==> src/rtl/debug_halt_pkg.sv <==
//----------------------------------------------------------------------
// Shared constants for the debug halt and bus gating block
//----------------------------------------------------------------------
package debug_halt_pkg;

  // Register offsets, byte addresses on APB
  localparam logic [11:0] OFS_CTRL = 12'h000;
  localparam logic [11:0] OFS_SIZE = 12'h004;
  localparam logic [11:0] OFS_STATUS = 12'h008;
  localparam logic [11:0] OFS_TRIG = 12'h00C;

  // Control register fields
  localparam int CTRL_EN_BIT = 0;
  localparam int CTRL_REPEAT_BIT = 1;
  localparam int CTRL_BURST_BIT = 2;
  localparam int CTRL_START_BIT = 3;

  // Trigger enable register fields
  localparam int TRIG_PUSH_BIT = 0;
  localparam int TRIG_REGW_BIT = 1;

  // Status register fields
  localparam int ST_COUNT_LSB = 0;
  localparam int ST_BUSY_BIT = 16;
  localparam int ST_DMA_REQ_BIT = 17;
  localparam int ST_DMA_IDLE_BIT = 18;
  localparam int ST_PENDING_BIT = 19;
  localparam int ST_HALTED_BIT = 20;
  localparam int ST_BP_HIT_BIT = 21;

  // Reset values
  localparam logic [2:0] CTRL_RESET = 3'h0;
  localparam logic [1:0] TRIG_RESET = 2'h0;
  localparam logic [31:0] RDATA_ZERO = 32'h0000_0000;

  // Burst-block interleave: slots per period, slots owned by the DMA
  localparam logic [3:0] BURST_PERIOD = 4'hA;
  localparam logic [3:0] BURST_DMA_SLOTS = 4'h8;

  // Quiet cycles after the last DMA request before the bus counts as free
  localparam logic [1:0] IDLE_GAP = 2'h3;

  // Addressing modes of a stack-push fetch
  typedef enum logic [1:0] {am_register, am_indexed, am_indirect, am_immediate} addr_mode_e;

  // Operation that produced a register write
  typedef enum logic [2:0] {
    op_plain,
    op_rotate_right_unsigned_multi,
    op_rotate_right_carry_multi,
    op_rotate_right_arith_multi,
    op_rotate_left_arith_multi
  } regw_op_e;

  // Register writes from repeated rotates never raise the write trigger
  function automatic logic is_rotate_multi(input logic [2:0] op);
    is_rotate_multi = (op == op_rotate_right_unsigned_multi) || (op == op_rotate_right_carry_multi) ||
                      (op == op_rotate_right_arith_multi) || (op == op_rotate_left_arith_multi);
  endfunction

endpackage

==> src/rtl/dma_ctl_if.sv <==
`timescale 1ns/1ps
//----------------------------------------------------------------------
// Control and status between the gating logic and the DMA engine
//----------------------------------------------------------------------
interface dma_ctl_if #(parameter int SIZE_W = 16);
  logic enable;
  logic repeat_mode;
  logic burst_mode;
  logic start;
  logic freeze;
  logic [SIZE_W-1:0] size;
  logic [SIZE_W-1:0] count;
  logic busy;
  logic bus_req;
  logic xfer;

  modport engine(input enable, repeat_mode, burst_mode, start, freeze, size, output count, busy, bus_req, xfer);
  modport ctrl(output enable, repeat_mode, burst_mode, start, freeze, size, input count, busy, bus_req, xfer);
endinterface

==> src/rtl/dma_engine.sv <==
`timescale 1ns/1ps
//----------------------------------------------------------------------
// DMA channel engine: block and burst-block, single or repeated
//----------------------------------------------------------------------
module dma_engine #(
  parameter int SIZE_W = 16
) (
  input wire logic core_clk,
  input wire logic rstn,
  dma_ctl_if.engine dma
);

  logic [SIZE_W-1:0] count_reg;
  logic [SIZE_W-1:0] count_next;
  logic busy_reg;
  logic busy_next;
  logic [3:0] slot_reg;
  logic [3:0] slot_next;
  wire logic dma_slot;
  wire logic last_xfer;
  wire logic kick;

  // Slot decode: DMA owns the first slots of each burst period
  assign dma_slot = !dma.burst_mode || (slot_reg < debug_halt_pkg::BURST_DMA_SLOTS);
  assign dma.bus_req = busy_reg && dma_slot && !dma.freeze;
  assign dma.xfer = dma.bus_req;
  assign last_xfer = dma.xfer && (count_reg == SIZE_W'(1));
  assign kick = dma.start && dma.enable && !busy_reg && (dma.size != '0);
  assign dma.count = count_reg;
  assign dma.busy = busy_reg;

  // Next counter, busy and slot values
  always_comb begin
    count_next = count_reg;
    busy_next = busy_reg;
    slot_next = slot_reg;
    if (kick) begin
      count_next = dma.size;
      busy_next = 1'b1;
      slot_next = '0;
    end else if (last_xfer) begin
      if (dma.repeat_mode && dma.enable) begin
        count_next = dma.size;
      end else begin
        busy_next = 1'b0;
      end
    end else if (dma.xfer) begin
      count_next = count_reg - SIZE_W'(1);
    end
    if (busy_reg && dma.burst_mode && !dma.freeze && !kick) begin
      slot_next = (slot_reg == debug_halt_pkg::BURST_PERIOD - 4'h1) ? 4'h0 : slot_reg + 4'h1;
    end
  end

  // State registers
  always_ff @(posedge core_clk or negedge rstn) begin
    if (!rstn) begin
      count_reg <= '0;
      busy_reg <= 1'b0;
      slot_reg <= '0;
    end else begin
      count_reg <= count_next;
      busy_reg <= busy_next;
      slot_reg <= slot_next;
    end
  end

endmodule // dma_engine

==> src/rtl/debug_halt_bus_gating.sv <==
// Chosen here: the register offsets and register access over APB.
`timescale 1ns/1ps
// Operation
// - In repeated mode a finished transfer reloads the size counter and restarts at once unless enable was cleared.
// - In burst-block mode the DMA owns eight of every ten cycles and the CPU the other two.
// - A debug halt is granted only when the DMA has been quiet for three cycles and the CPU is not requesting the bus.
// - A combined push fetch and pushed value trigger is missed for push modes other than register or immediate.
// - A conditional register-write trigger gives no breakpoint when the write comes from a repeated rotate.
module debug_halt_bus_gating #(
  parameter int SIZE_W = 16
) (
  input wire logic core_clk,
  input wire logic rstn,
  input wire logic psel,
  input wire logic penable,
  input wire logic pwrite,
  input wire logic [11:0] paddr,
  input wire logic [31:0] pwdata,
  output logic [31:0] prdata,
  output logic pready,
  output logic pslverr,
  input wire logic cpu_bus_req,
  input wire logic halt_req_pin,
  input wire logic push_fetch,
  input wire logic [1:0] push_mode,
  input wire logic push_value_match,
  input wire logic regw_valid,
  input wire logic [2:0] regw_op,
  input wire logic regw_match,
  output logic dma_bus_req,
  output logic dma_xfer,
  output logic halt_pending,
  output logic device_halt
);

  //--------------------------------------------------------------------
  // Declarations
  //--------------------------------------------------------------------
  typedef enum logic [1:0] {st_run, st_pending, st_halted} halt_state_e;

  dma_ctl_if #(.SIZE_W(SIZE_W)) dma ();

  logic [2:0] ctrl_reg;
  logic [2:0] ctrl_next;
  logic [SIZE_W-1:0] size_reg;
  logic [1:0] trig_reg;
  logic bp_hit_reg;
  logic bp_hit_next;
  logic halt_meta_reg;
  logic halt_sync_reg;
  logic [1:0] quiet_reg;
  logic [1:0] quiet_next;
  logic [31:0] prdata_reg;
  logic [31:0] prdata_next;
  logic start_reg;
  halt_state_e state_reg;
  halt_state_e state_next;

  wire logic setup_phase;
  wire logic wr_access;
  wire logic hit_ctrl;
  wire logic hit_size;
  wire logic hit_status;
  wire logic hit_trig;
  wire logic addr_ok;
  wire logic dma_idle;
  wire logic bus_idle;
  wire logic halt_want;
  wire logic push_hit;
  wire logic regw_hit;
  wire logic bp_clear;
  wire logic [31:0] status_word;

  //--------------------------------------------------------------------
  // APB decode
  //--------------------------------------------------------------------
  // Address decode and strobes
  assign hit_ctrl = (paddr == debug_halt_pkg::OFS_CTRL);
  assign hit_size = (paddr == debug_halt_pkg::OFS_SIZE);
  assign hit_status = (paddr == debug_halt_pkg::OFS_STATUS);
  assign hit_trig = (paddr == debug_halt_pkg::OFS_TRIG);
  assign addr_ok = hit_ctrl || hit_size || hit_status || hit_trig;
  assign setup_phase = psel && !penable;
  assign wr_access = psel && penable && pwrite && addr_ok;

  // Zero wait states; unmapped addresses answer with an error
  assign pready = 1'b1;
  assign pslverr = psel && penable && !addr_ok;
  assign prdata = prdata_reg;

  // Status word: block state visible to software
  assign status_word = {
    10'h000,
    bp_hit_reg,
    (state_reg == st_halted),
    (state_reg == st_pending),
    dma_idle,
    dma.bus_req,
    dma.busy,
    {(16 - SIZE_W){1'b0}},
    dma.count
  };

  // Read data captured in the setup cycle
  always_comb begin
    prdata_next = prdata_reg;
    if (setup_phase) begin
      prdata_next = debug_halt_pkg::RDATA_ZERO;
      if (!pwrite && hit_ctrl) begin
        prdata_next = {29'h0000_0000, ctrl_reg};
      end else if (!pwrite && hit_size) begin
        prdata_next = {{(32 - SIZE_W){1'b0}}, size_reg};
      end else if (!pwrite && hit_status) begin
        prdata_next = status_word;
      end else if (!pwrite && hit_trig) begin
        prdata_next = {30'h0000_0000, trig_reg};
      end
    end
  end

  // Control register next value
  always_comb begin
    ctrl_next = ctrl_reg;
    if (wr_access && hit_ctrl) begin
      ctrl_next = pwdata[debug_halt_pkg::CTRL_BURST_BIT:debug_halt_pkg::CTRL_EN_BIT];
    end
  end

  //--------------------------------------------------------------------
  // Register file
  //--------------------------------------------------------------------
  // Software registers and start strobe
  always_ff @(posedge core_clk or negedge rstn) begin
    if (!rstn) begin
      ctrl_reg <= debug_halt_pkg::CTRL_RESET;
      size_reg <= '0;
      trig_reg <= debug_halt_pkg::TRIG_RESET;
      start_reg <= 1'b0;
      prdata_reg <= debug_halt_pkg::RDATA_ZERO;
    end else begin
      ctrl_reg <= ctrl_next;
      start_reg <= wr_access && hit_ctrl && pwdata[debug_halt_pkg::CTRL_START_BIT];
      prdata_reg <= prdata_next;
      if (wr_access && hit_size) begin
        size_reg <= pwdata[SIZE_W-1:0];
      end
      if (wr_access && hit_trig) begin
        trig_reg <= pwdata[debug_halt_pkg::TRIG_REGW_BIT:debug_halt_pkg::TRIG_PUSH_BIT];
      end
    end
  end

  //--------------------------------------------------------------------
  // DMA channel
  //--------------------------------------------------------------------
  // Channel controls from the registers; halted device freezes it
  assign dma.enable = ctrl_reg[debug_halt_pkg::CTRL_EN_BIT];
  assign dma.repeat_mode = ctrl_reg[debug_halt_pkg::CTRL_REPEAT_BIT];
  assign dma.burst_mode = ctrl_reg[debug_halt_pkg::CTRL_BURST_BIT];
  assign dma.start = start_reg;
  assign dma.size = size_reg;
  assign dma.freeze = (state_reg == st_halted);
  assign dma_bus_req = dma.bus_req;
  assign dma_xfer = dma.xfer;

  dma_engine #(.SIZE_W(SIZE_W)) u_engine (
    .core_clk(core_clk),
    .rstn(rstn),
    .dma(dma)
  );

  //--------------------------------------------------------------------
  // Bus idle detection
  //--------------------------------------------------------------------
  // Count quiet cycles since the last DMA request, saturating
  always_comb begin
    quiet_next = quiet_reg;
    if (dma.bus_req) begin
      quiet_next = 2'h0;
    end else if (quiet_reg != debug_halt_pkg::IDLE_GAP) begin
      quiet_next = quiet_reg + 2'h1;
    end
  end

  assign dma_idle = (quiet_reg == debug_halt_pkg::IDLE_GAP) && !dma.bus_req;
  assign bus_idle = dma_idle && !cpu_bus_req;

  //--------------------------------------------------------------------
  // Breakpoint triggers
  //--------------------------------------------------------------------
  // Combined push trigger only fires for register or immediate pushes
  assign push_hit = trig_reg[debug_halt_pkg::TRIG_PUSH_BIT] && push_fetch && push_value_match &&
                    ((push_mode == debug_halt_pkg::am_register) ||
                     (push_mode == debug_halt_pkg::am_immediate));
  // Register-write trigger blind to repeated rotates
  assign regw_hit = trig_reg[debug_halt_pkg::TRIG_REGW_BIT] && regw_valid && regw_match &&
                    !debug_halt_pkg::is_rotate_multi(regw_op);
  assign bp_clear = wr_access && hit_status && pwdata[debug_halt_pkg::ST_BP_HIT_BIT];

  // Sticky breakpoint flag; a new hit beats a write-one clear
  always_comb begin
    bp_hit_next = bp_hit_reg;
    if (push_hit || regw_hit) begin
      bp_hit_next = 1'b1;
    end else if (bp_clear) begin
      bp_hit_next = 1'b0;
    end
  end

  //--------------------------------------------------------------------
  // Halt control
  //--------------------------------------------------------------------
  assign halt_want = halt_sync_reg || bp_hit_reg;

  // Halt request waits for an idle bus
  always_comb begin
    state_next = state_reg;
    case (state_reg)
      st_run: begin
        if (halt_want && bus_idle) begin
          state_next = st_halted;
        end else if (halt_want) begin
          state_next = st_pending;
        end
      end
      st_pending: begin
        if (!halt_want) begin
          state_next = st_run;
        end else if (bus_idle) begin
          state_next = st_halted;
        end
      end
      st_halted: begin
        if (!halt_want) begin
          state_next = st_run;
        end
      end
      default: begin
        state_next = st_run;
      end
    endcase
  end

  assign halt_pending = (state_reg == st_pending);
  assign device_halt = (state_reg == st_halted);

  // Probe synchroniser, quiet counter, halt state, breakpoint flag
  always_ff @(posedge core_clk or negedge rstn) begin
    if (!rstn) begin
      halt_meta_reg <= 1'b0;
      halt_sync_reg <= 1'b0;
      quiet_reg <= debug_halt_pkg::IDLE_GAP;
      state_reg <= st_run;
      bp_hit_reg <= 1'b0;
    end else begin
      halt_meta_reg <= halt_req_pin;
      halt_sync_reg <= halt_meta_reg;
      quiet_reg <= quiet_next;
      state_reg <= state_next;
      bp_hit_reg <= bp_hit_next;
    end
  end
endmodule // debug_halt_bus_gating

==> config.mk <==
export PLATFORM = sky130hd
export DESIGN_NAME = debug_halt_bus_gating
export DESIGN_NICKNAME = d
export VERILOG_FILES = /design/src/rtl/debug_halt_pkg.sv /design/src/rtl/dma_ctl_if.sv /design/src/rtl/dma_engine.sv /design/src/rtl/debug_halt_bus_gating.sv
export SDC_FILE = /design/constraint.sdc
export NUM_CORES = 1
export LEC_CHECK = 0
export BUFFER_PORTS_ARGS = -buffer_cell sky130_fd_sc_hd__buf_2
export CAP_MARGIN = 20
export CORE_MARGIN = 4
export CORE_UTILIZATION = 53
export CTS_BUF_LIST = sky130_fd_sc_hd__clkbuf_8 sky130_fd_sc_hd__clkbuf_16
export CTS_CLUSTER_DIAMETER = 50
export DETAILED_ROUTE_END_ITERATION = 7
export MAX_ROUTING_LAYER = met4
export PLACE_DENSITY_LB_ADDON = 0.05
export REMOVE_ABC_BUFFERS = 1
export SLEW_MARGIN = 25
export SYNTH_ARGS = -nofsm -noshare
export SYNTH_HDL_FRONTEND = slang
export SYNTH_SLANG_ARGS = --single-unit
==> constraint.sdc <==
create_clock -name core_clk -period 2.9 [get_ports core_clk]
set_input_delay 0.145 -clock core_clk [delete_from_list [all_inputs] [get_ports core_clk]]
set_output_delay 0.145 -clock core_clk [all_outputs]
set_load 0.02 [all_outputs]
==> summary.txt, run 1 <==
Finish
  • Post-Layout Cell Count: 502
  • Max reg flops: 22
  • Area delta synth->final: 18.0%
  • Inserted Diodes: 0
  • Layout cells sized above 1: about 30%
  • Fin nets: 485

STA
  • Hold_ws: between 0.02 and 0.03 ns
  • Fmax achieved: 0.402 GHz
  • Setup violators final: 0
  • RSZ-0062 raised after global routing: no
  • Hold Fails Final Rpt: 0
  • Max Clock Skew: roughly 0.0098 ns
  • Setup TNS: 0 ns
  • Final Cycle Share: between 80% and 90%
  • Worst slew margin: between 40% and 50%
  • Setup WS post-layout: 0.411 ns
  • Worst-margin pin slew: 0.816 ns
  • Slew Viols, Final: 0
  • Tmin final: ~2.5 ns

Logic synthesis
  • Seq cells post-synth: 72
  • Ys flop type: dfrtp_1
  • Synth Warn #: 0
  • Cells after synthesis: 350
  • Post-synth EDFFs: 0
  • Mean Syn Cell Area: a little over 10 µm²
  • FFs w/ async S/R, synth: between 90% and 100%
  • Syn Std Cell Area: approximately 3600 µm²
  • Top cells by instance count after synthesis: 70 x dfrtp_1, 26 x inv_1, 23 x nor2_1, 22 x mux2_2, 21 x nand2_1
  • Count leader, synth: dfrtp_1
  • Top cells by area, synth: dfrtp_1 48%, mux2_2 6.8%, mux2i_1 3.9%
  • Post-synth top area cell: dfrtp_1
  • Share of the yosys chip area belonging to registers: about half
  • Yosys top cell area share: between 40 and 50%
  • Distinct cell type count after synthesis: 47

Route
  • First-pass DRT Iterations: 7
  • Via density: between 5 and 6
  • Iter 0 DRT Violations: about 220
  • Drt total wl: ~8500 µm
  • Drt wl/cell: about 17 µm
  • Total number of vias: 2989
  • DRC Markers: 0
  • Routed Antenna Nets: 0

Placed design
  • Setup WS pre-CTS: 0.392 ns
  • Detailed Place HPWL: slightly above 6000 µm
  • Inst Count DP: around 480
  • Routability cong.: 0.862
  • Number of port buffers: 71

Clocking
  • Clk pin slew, worst setup/hold paths: around 0.08 ns
  • Clock Latency Late Sink: 0.34 ns
  • Post-cts sizing count: 0
  • Total CTS buffers: 9
  • CTS Sinks: 72
  • TritonCTS clock tree: yes
  • Max H-tree Level: 3
  • Maximum clock insertion buffer count: 2
  • Clock Root Buffer: clkbuf_8

Flow run
  • Max-cap violations: 0

Pwr
  • Worst vdd ir: about 0.36 mV
  • Pwr Total: ~2.1 mW
  • P per Cell Area: slightly below 500 nW/µm²
  • LEAKAGE: 2.24 nW

Floorplanning
  • Die ar.: approximately 8000 µm²
  • # rows: 29
  • Core area: 6490 µm²
  • Initial core utilization: ~56%
  • DIE WIDTH: 90.8 µm
  • Die height: approximately 91 µm
  • Top Ports: between 90 and 100

Global routing
  • GRT overflow: 0
  • Vias in the first global route: slightly below 3000
  • Global-route wire length before repair: about 14000 µm
  • Largest net degree at the start of global routing: 30
  • Initial antenna violation count: 0
  • Total GRT Usage: 21.8%

Critical path
  • Worst path required time: roughly 3.1 ns
  • Startpoint types: flip-flop
  • CP Cell Sequence: inv_1, ha_1, nor4b_1, nand4_1, or2_2, nand2_1, buf_4, o21ai_0, a221o_1
  • Worst-path fanout max: 14
  • Setup crit end kind: flip-flop
  • Critical path's top delay family: simple AND/OR/NAND/NOR gates
  • Slowest CP cell: dfrtp_1
  • Worst path bufs/invs: 2
  • Worst path max stage delay: between 0.4 and 0.5 ns
  • Crit Path Class: flip-flop to flip-flop
  • Worst Path Arrival: roughly 2.7 ns

Hold path
  • Worst hold path class: primary input to flip-flop

Outcome
  • Status: finished, final reports clean
per-layer routing:
metal	up-vias	wire, µm	global-route usage [%]
li1	1403	-	-
met1	1468	3980	29.6
met2	108	3870	33.5
met3	10	540	5.08
met4	0	91	5.03
met5	-	0	-
cells in the final DEF, fill, tap and decap left out, drive strengths merged, types with 4 or more instances in the layout:
cell     instances
a22o             6
or3              4
nor3             9
inv             26
mux2i           14
nand4            9
mux2            22
nand3           12
nor4            12
dfrtp           70
buf             78
nor2            23
nand2           21
ha               5
a22oi            4
o2bb2ai          6
conb            11
o21ai           20
clkbuf          11
a222oi          13
a21oi            8
where the power goes:
group | switching (mW) | total [mW] | internal [mW]
registers | 0.00247 | 1.01 | 1.01
logic | 0.0690 | 0.105 | 0.0357
clock network | 0.373 | 0.990 | 0.617
total | 0.445 | 2.10 | 1.66
timing repair:
item                                   4_1_cts  5_1_grt
hold buffers                                 2        0
endpoints found under the hold margin       21        0
buffers inserted                             0        0
final timing paths:
| check | start | end | slack (ns) | depth (start not counted) |
|---|---|---|---|---|
| min in group asynchronous | rstn | u_engine.dma.count[10] | 0.30 | 2 |
| max | u_engine.dma.count[1] | u_engine.dma.count[5] | 0.41 | 9 |
| min reg2reg | halt_meta_reg | halt_sync_reg | 0.36 | 0 |
| max in group asynchronous | rstn | prdata[8] | 1.84 | 3 |
| max reg2reg | u_engine.dma.count[1] | u_engine.dma.count[5] | 0.41 | 9 |
| min | pwdata[9] | dma.size[9] | 0.03 | 2 |
stage by stage:
stage,cell area [µm²],utilization (%)
6_report,4290,66.0
5_1_grt,4290,66.0
4_1_cts,4280,65.9
3_5_place_dp,4010,61.7
3_3_place_gp,4010,61.7
2_1_floorplan,3500,-
area by class of cell:
type                    instances  area [µm²]
fillers                       552        2210
flip-flops and latches         72        1800
multi-input cells             231        1610
repair buffers                 80         428
clock buffers                  11         151
clock inverters                 5         103
inverters                      26        97.6
well taps                      77        96.3
kinds of logic (layout without fill, tap and decap cells):
| kind of cell | count (synthesis) | after routing | share of synthesized area (%) |
|---|---|---|---|
| and+or+nand+nor | 104 | 104 | 14.9 |
| DFF | 72 | 72 | 49.7 |
| AOI/OAI and AO/OA | 70 | 70 | 14.0 |
| buffers and inverters | 56 | 122 | 7.20 |
| muxes | 37 | 37 | 11.3 |
| adders and majority gates | 5 | 5 | 1.72 |
| xor gates and xnor gates | 4 | 4 | 0.965 |
| other | 2 | 11 | 0.207 |
Power figures use the tool's default switching activity.
==> run 2, diff against run 1 <==
SYNTH_HIERARCHICAL = 1   (was default)
==> summary.txt, run 2 <==
Floorplanning
  • Die ar.: 8700 µm² (+5.5%)
  • Top Ports: 98 (unchanged)
  • Die height: 93.3 µm (+2.7%)
  • Initial core utilization: 55.5% (-0.45 points)
  • Core area: 6940 µm² (+6.9%)
  • # rows: 30 (+3.4%)
  • DIE WIDTH: 93.3 µm (+2.7%)

Route
  • Total number of vias: 3041 (+1.7%)
  • Routed Antenna Nets: 0 (unchanged)
  • DRC Markers: 0 (unchanged)
  • Drt total wl: 9050 µm (+6.8%)
  • Drt wl/cell: 16.9 µm (-0.15%)
  • First-pass DRT Iterations: 5 (-2)
  • Via density: 5.66 (-4.9%)
  • Iter 0 DRT Violations: 189 (-13%)

Critical path
  • End of the worst register-to-register path: u_engine/dma.count[5]
  • Crit Path Class: flip-flop to flip-flop
  • Worst path max stage delay: 0.45 ns (+0.04 ns)
  • Cell count of the worst reg-to-reg path: 6 (-3)
  • Worst path bufs/invs: 0 (-2)
  • Critical path depth: 6 (-3)
  • Setup crit end kind: flip-flop
  • R2r setup slk: 0.71 ns (+0.30 ns)
  • Startpoint types: flip-flop
  • Slowest CP cell: dfrtp_1
  • Crit. Startpoint: u_engine/dma.count[9]
  • Worst r2r src: u_engine/dma.count[9]
  • Worst path required time: 3.13 ns (about the same)
  • Worst Path Arrival: 2.42 ns (-0.30 ns)
  • CP Cell Sequence: nor4_1, nand4_1, or2_1, nand2_1, o21ai_0, o2bb2ai_1
  • Worst-path fanout max: 11 (-3)
  • Critical Path End: u_engine/dma.count[5]
  • Critical path's top delay family: simple AND/OR/NAND/NOR gates

Pwr
  • Switch share: 24.0% (+2.8 points)
  • Reg power frac: 54.0% (+6.0 points)
  • Worst vdd ir: 0.285 mV (-20%)
  • LEAKAGE: 2.29 nW (+2.3%)
  • Pwr Total: 1.87 mW (-11%)
  • P_int: 1.42 mW (-14%)
  • P per Cell Area: 423 nW/µm² (-14%)
  • Sw Pwr: 448 µW (+0.84%)
  • Clock power share: 39.6% (-7.4 points)
  • Part of the power in combinational logic: 6.4% (+1.4 points)

Clocking
  • TritonCTS clock tree: yes
  • Clk pin slew, worst setup/hold paths: 0.07 ns (about the same)
  • Max H-tree Level: 3 (unchanged)
  • Clock Latency Late Sink: 0.35 ns (about the same)
  • Post-cts sizing count: 0 (unchanged)
  • Total CTS buffers: 9 (unchanged)
  • Maximum clock insertion buffer count: 2 (unchanged)
  • CTS Sinks: 72 (unchanged)
  • Clock Root Buffer: clkbuf_8

Logic synthesis
  • Count leader, synth: dfrtp_1
  • Seq cells post-synth: 72 (unchanged)
  • Top cells by instance count after synthesis: 70 x dfrtp_1, 36 x nand2_1, 35 x o21ai_0, 20 x nor2_1
  • Cells after synthesis: 365 (+4.3%)
  • FFs w/ async S/R, synth: 100% (unchanged)
  • Post-synth EDFFs: 0 (unchanged)
  • Top cells by area, synth: dfrtp_1 45%, o21ai_0 4.5%, mux2_4 3.9%
  • Post-synth top area cell: dfrtp_1
  • Yosys top cell area share: 45.5% (-2.8 points)
  • Syn Std Cell Area: 3850 µm² (+6.1%)
  • Share of the yosys chip area belonging to registers: 46.8% (-2.8 points)
  • Mean Syn Cell Area: 10.6 µm² (+1.7%)
  • Distinct cell type count after synthesis: 52 (+11%)
  • Synth Warn #: 6 (+6)
  • Ys flop type: dfrtp_1

STA
  • Slew Viols, Final: 0 (unchanged)
  • Worst slew margin: 35.3% (-10 points)
  • Max Clock Skew: 0.00887 ns (-0.000896 ns)
  • Final Cycle Share: 75.5% (-10 points)
  • Setup WS post-layout: 0.710 ns (+0.298 ns)
  • Tmin final: 2.19 ns (-0.298 ns)
  • Worst-margin pin slew: 0.971 ns (+0.155 ns)
  • Setup TNS: 0 ns (unchanged)
  • RSZ-0062 raised after global routing: no
  • Hold Fails Final Rpt: 0 (unchanged)
  • Fmax achieved: 0.457 GHz (+14%)
  • Setup violators final: 0 (unchanged)

Flow run
  • Max-cap violations: 0 (unchanged)

Hold path
  • Worst hold path class: primary input to flip-flop

Global routing
  • GRT overflow: 0 (unchanged)
  • Initial antenna violation count: 0 (unchanged)
  • Total GRT Usage: 22.6% (+0.78 points)
  • Global-route wire length before repair: 14800 µm (+4.6%)
  • Vias in the first global route: 2937 (-1.1%)
  • Largest net degree at the start of global routing: 41 (+37%)

Placed design
  • Inst Count DP: 519 (+7.2%)
  • Number of port buffers: 71 (unchanged)
  • Setup WS pre-CTS: 0.757 ns (+0.365 ns)
  • Routability cong.: 0.861 (about the same)
  • Detailed Place HPWL: 6620 µm (+7.1%)

Finish
  • Max reg flops: 22 (unchanged)
  • Most frequent cells in the layout: 71 x buf_2, 70 x dfrtp_1, 36 x nand2_1, 35 x o21ai_0, 20 x nor2_1
  • Area delta synth->final: 14.9%
  • Post-Layout Cell Count: 537 (+7.0%)
  • Most common cell after layout, fill and taps aside: buf_2
  • Util after Layout: 63.8% (-2.2 points)
  • Inserted Diodes: 0 (unchanged)
  • Layout cells sized above 1: 29.0% (-0.62 points)
  • Fin nets: 501 (+3.3%)

Outcome
  • Status: finished, final reports clean
## run 2: changes by cell type in the layout (fill, tap and decap cells not counted), moves of 9 or more
cell      before  now
inv_1         26   15
a222oi_1      13    0
nand2_1       21   36
a22oi_1        4   13
mux2_4         0   10
o21ai_0       18   35
mux2_2        22   11
## run 2: repair_timing
| action | CTS | global route |
|---|---|---|
| endpoints found under the hold margin | 31 | 0 |
| buffers inserted | 0 | 0 |
| hold buffers | 2 | 0 |
## run 2: layout make-up
| class | instances | area, µm² |
|---|---|---|
| timing repair buffer | 80 | 440 |
| tap | 96 | 120 |
| clock inverter | 4 | 20.0 |
| inverter | 13 | 48.8 |
| fill | 582 | 2520 |
| clock buffer | 12 | 165 |
| multi-input combinational | 260 | 1830 |
| sequential | 72 | 1800 |
## run 2: metal layers
layer / share of wire, % / up-vias / global-route usage (%)
met5: 0 / - / -
met4: 1.4 / 0 / 7.81
met3: 5.4 / 12 / 3.54
met2: 47 / 96 / 34.2
met1: 46 / 1489 / 31.1
li1: - / 1444 / -
## run 2: worst min-delay path by stage
stage                     startpoint            to  slack, ns  depth (start not counted)
final                      pwdata[7]   dma.size[7]       0.03                          2
after global routing      pwdata[13]  dma.size[13]       0.02                          2
after CTS                  pwdata[8]   dma.size[8]       0.01                          2
after detailed placement        rstn    prdata[19]       0.24                          1
after global placement          rstn    prdata[19]       0.25                          1
after floorplan                 rstn    bp_hit_reg      -0.15                          0
## run 2: kinds of logic (layout without fill, tap and decap cells)
kind of cell             count (synthesis)  after routing  synth area share, %
other                                    2             11                0.195
multiplexers                            35             35                 11.4
buffers and inverters                   42            109                 6.56
AO/OA/AOI/OAI                           82             82                 13.3
adder cells (fa/ha/maj)                  5              5                 1.62
flip-flops                              72             72                 46.8
XOR/XNOR                                 4              4                0.910
AND/OR/NAND/NOR                        123            123                 19.1
## run 2: metrics by stage
stage	cell area (µm²)	hold WS [ns]
finish	4430	0.0268
global route	4430	0.0173
CTS	4430	0.0120
detailed placement	4220	0.245
global placement	4220	0.252
floorplan	3680	-0.151
## run 2: power groups by stage
| stage | Combinational, mW | Sequential (mW) | Clock, mW |
|---|---|---|---|
| 2_1_floorplan | 0.0433 | 1.03 | 0 |
| 3_3_place_gp | 0.117 | 1.03 | 0 |
| 3_5_place_dp | 0.119 | 1.03 | 0 |
| 4_1_cts | 0.121 | 1.01 | 0.756 |
| 5_1_grt | 0.133 | 1.01 | 0.803 |
| 6_report | 0.120 | 1.01 | 0.741 |
==> run 3, diff against run 2 <==
clock period = 2.1 ns   (was 2.9 ns; I/O delays follow)
==> summary.txt, run 3 (synthesis results as in run 2) <==
Outcome
  • Status: finished, final reports clean

Finish
  • Post-route cell area: 4780 µm² (+7.9%)
  • Inserted Diodes: 0 (unchanged)
  • Fin nets: 536 (+7.0%)
  • Most frequent cells in the layout: 71 x buf_2, 70 x dfrtp_1, 35 x nand2_1, 33 x o21ai_0, 26 x buf_4
  • Max reg flops: 22 (unchanged)
  • Layout cells sized above 1: 33.2% (+4.2 points)
  • Fillers: 537 (-7.7%)
  • Most common cell after layout, fill and taps aside: buf_2
  • Area delta synth->final: 24.1%

STA
  • Slew Viols, Final: 0 (unchanged)
  • Max Clock Skew: 0.00970 ns (+0.000827 ns)
  • Worst-margin pin slew: 0.967 ns (-0.00467 ns)
  • Final Cycle Share: 93.0% (+18 points)
  • Hold Fails Final Rpt: 0 (unchanged)
  • Setup violators final: 0 (unchanged)
  • RSZ-0062 raised after global routing: no
  • Worst slew margin: 35.6% (+0.31 points)
  • Fmax achieved: 0.512 GHz (+12%)
  • Hold_ws: 0.0217 ns (-0.00510 ns)
  • Tmin final: 1.95 ns (-0.237 ns)
  • Setup TNS: 0 ns (unchanged)

Global routing
  • Initial antenna violation count: 0 (unchanged)
  • GRT overflow: 0 (unchanged)
  • Total GRT Usage: 23.2% (+0.56 points)
  • Largest net degree at the start of global routing: 41 (unchanged)
  • Global-route wire length before repair: 15300 µm (+3.2%)
  • Vias in the first global route: 3158 (+7.5%)

Placed design
  • Routability cong.: 0.880 (+2.2%)
  • Detailed Place HPWL: 6530 µm (-1.4%)
  • Number of port buffers: 71 (unchanged)
  • Placed Area: 4410 µm² (+4.5%)

Route
  • Total number of vias: 3158 (+3.8%)
  • Met2 wire len: 4250 µm (+0.59%)
  • Top routing layer used: met4
  • Met3 wire len: 502 µm (+2.9%)
  • DRT met1 WL: 4240 µm (+0.76%)
  • Routed Antenna Nets: 0 (unchanged)
  • Drt total wl: 9180 µm (+1.4%)
  • Iter 0 DRT Violations: 144 (-24%)
  • First-pass DRT Iterations: 4 (-1)
  • Drt wl/cell: 16.0 µm (-4.8%)
  • DRC Markers: 0 (unchanged)
  • Via density: 5.52 (-2.5%)

Critical path
  • R2r setup slk: 0.15 ns (-0.56 ns)
  • End of the worst register-to-register path: u_engine/dma.count[12]
  • Cell count of the worst reg-to-reg path: 8 (+2)
  • Worst path required time: 2.36 ns (-0.77 ns)
  • Startpoint types: flip-flop
  • Worst Path Arrival: 2.21 ns (-0.21 ns)
  • Setup crit end kind: flip-flop
  • Worst-path fanout max: 21 (+10)
  • Crit Path Class: flip-flop to flip-flop
  • Worst r2r src: dma.size[8]

Pwr
  • LEAKAGE: 2.48 nW (+8.4%)
  • Worst vdd ir: 0.367 mV (+29%)
  • P per Cell Area: 544 nW/µm² (+29%)

Hold path
  • Worst hold path class: primary input to flip-flop
  • Worst hold start: pwdata[2]
  • Hold Path Stages: 2 (unchanged)
  • Worst Hold Endpoint: ctrl_reg[2]

Clocking
  • Clock Latency Late Sink: 0.35 ns (about the same)
  • Clk pin slew, worst setup/hold paths: 0.08 ns (about the same)
  • TritonCTS clock tree: yes
  • Total CTS buffers: 9 (unchanged)
  • Maximum clock insertion buffer count: 2 (unchanged)
  • Max H-tree Level: 3 (unchanged)
  • Clock Root Buffer: clkbuf_8
  • CTS Sinks: 72 (unchanged)

Floorplanning
  • Initial core utilization: 55.5% (unchanged)
  • # rows: 30 (unchanged)
  • Die ar.: 8700 µm² (unchanged)
  • Core area: 6940 µm² (unchanged)
  • Die height: 93.3 µm (unchanged)
  • DIE WIDTH: 93.3 µm (unchanged)
  • Top Ports: 98 (unchanged)

Flow run
  • Max-cap violations: 0 (unchanged)
-- run 3: cell types whose count changed in the layout (fill, tap and decap cells not counted), moves of 2 or more --
cell	delta
o21ai_2	+2
o21ai_0	-2
buf_4	+20
clkbuf_8	-3
dlygate4sd3_1	+12
buf_12	+2
nor4_2	+4
clkinv_2	+2
nor4_1	-4
-- run 3: through the flow --
stage                     util, %  total power, mW  setup slack, ns  std cells
after floorplan                 -             1.48          -0.0110        345
after global placement       63.5             1.58           0.0946        541
after detailed placement     63.5             1.59           0.0867        541
after CTS                    68.2             2.63           0.0654        571
after global routing         68.8             2.70          0.00518        572
final                        68.8             2.60            0.146        572
-- run 3: timing repair --
action | 4_1_cts | 5_1_grt
hold endpoints to repair | 83 | 0
setup buffers | 0 | 0
hold buffers | 14 | 0
setup endpoints to repair | 0 | 16
resized for setup | 0 | 9
-- run 3: routing by layer --
metal,vias to the layer above,global-route usage (%)
li1,1515,-
met1,1528,31.2
met2,101,35.1
met3,14,2.98
met4,0,10.5
met5,-,-
-- run 3: layout make-up --
type | count | area (µm²) | area share [%]
Inverter | 13 | 48.8 | 1.02
Clock inverter | 7 | 56.3 | 1.18
Sequential cell | 72 | 1800 | 37.7
Timing Repair Buffer | 114 | 751 | 15.7
Multi-Input combinational cell | 261 | 1880 | 39.2
Clock buffer | 9 | 124 | 2.59
Tap cell | 96 | 120 | 2.51
-- run 3: worst max path at each step --
| stage | from | slack [ns] | endpoint |
|---|---|---|---|
| 3_5_place_dp | dma.size[12] | 0.09 | u_engine/dma.count[8] |
| 4_1_cts | u_engine/dma.count[1] | 0.07 | u_engine/dma.count[8] |
| 2_1_floorplan | state_reg[1] | -0.01 | u_engine/dma.count[10] |
| 5_1_grt | u_engine/dma.count[1] | 0.005 | u_engine/dma.count[8] |
| 6_report | dma.size[8] | 0.15 | u_engine/dma.count[12] |
| 3_3_place_gp | dma.size[11] | 0.09 | u_engine/dma.count[3] |
-- run 3: critical path: stages (launching register included) --
cell and delay (ns):
dfrtp_1 0.43, nor4_2 0.34, nand4_1 0.15, nand4b_1 0.22
buf_4 0.17, and2_1 0.17, buf_12 0.17, a21oi_1 0.05
o211ai_1 0.16
-- run 3: report_power, final --
group          switching [mW]  internal [mW]  leakage [nW]
clock                   0.494          0.530         0.107
sequential            0.00357           1.39         0.993
combinational           0.111         0.0705          1.38
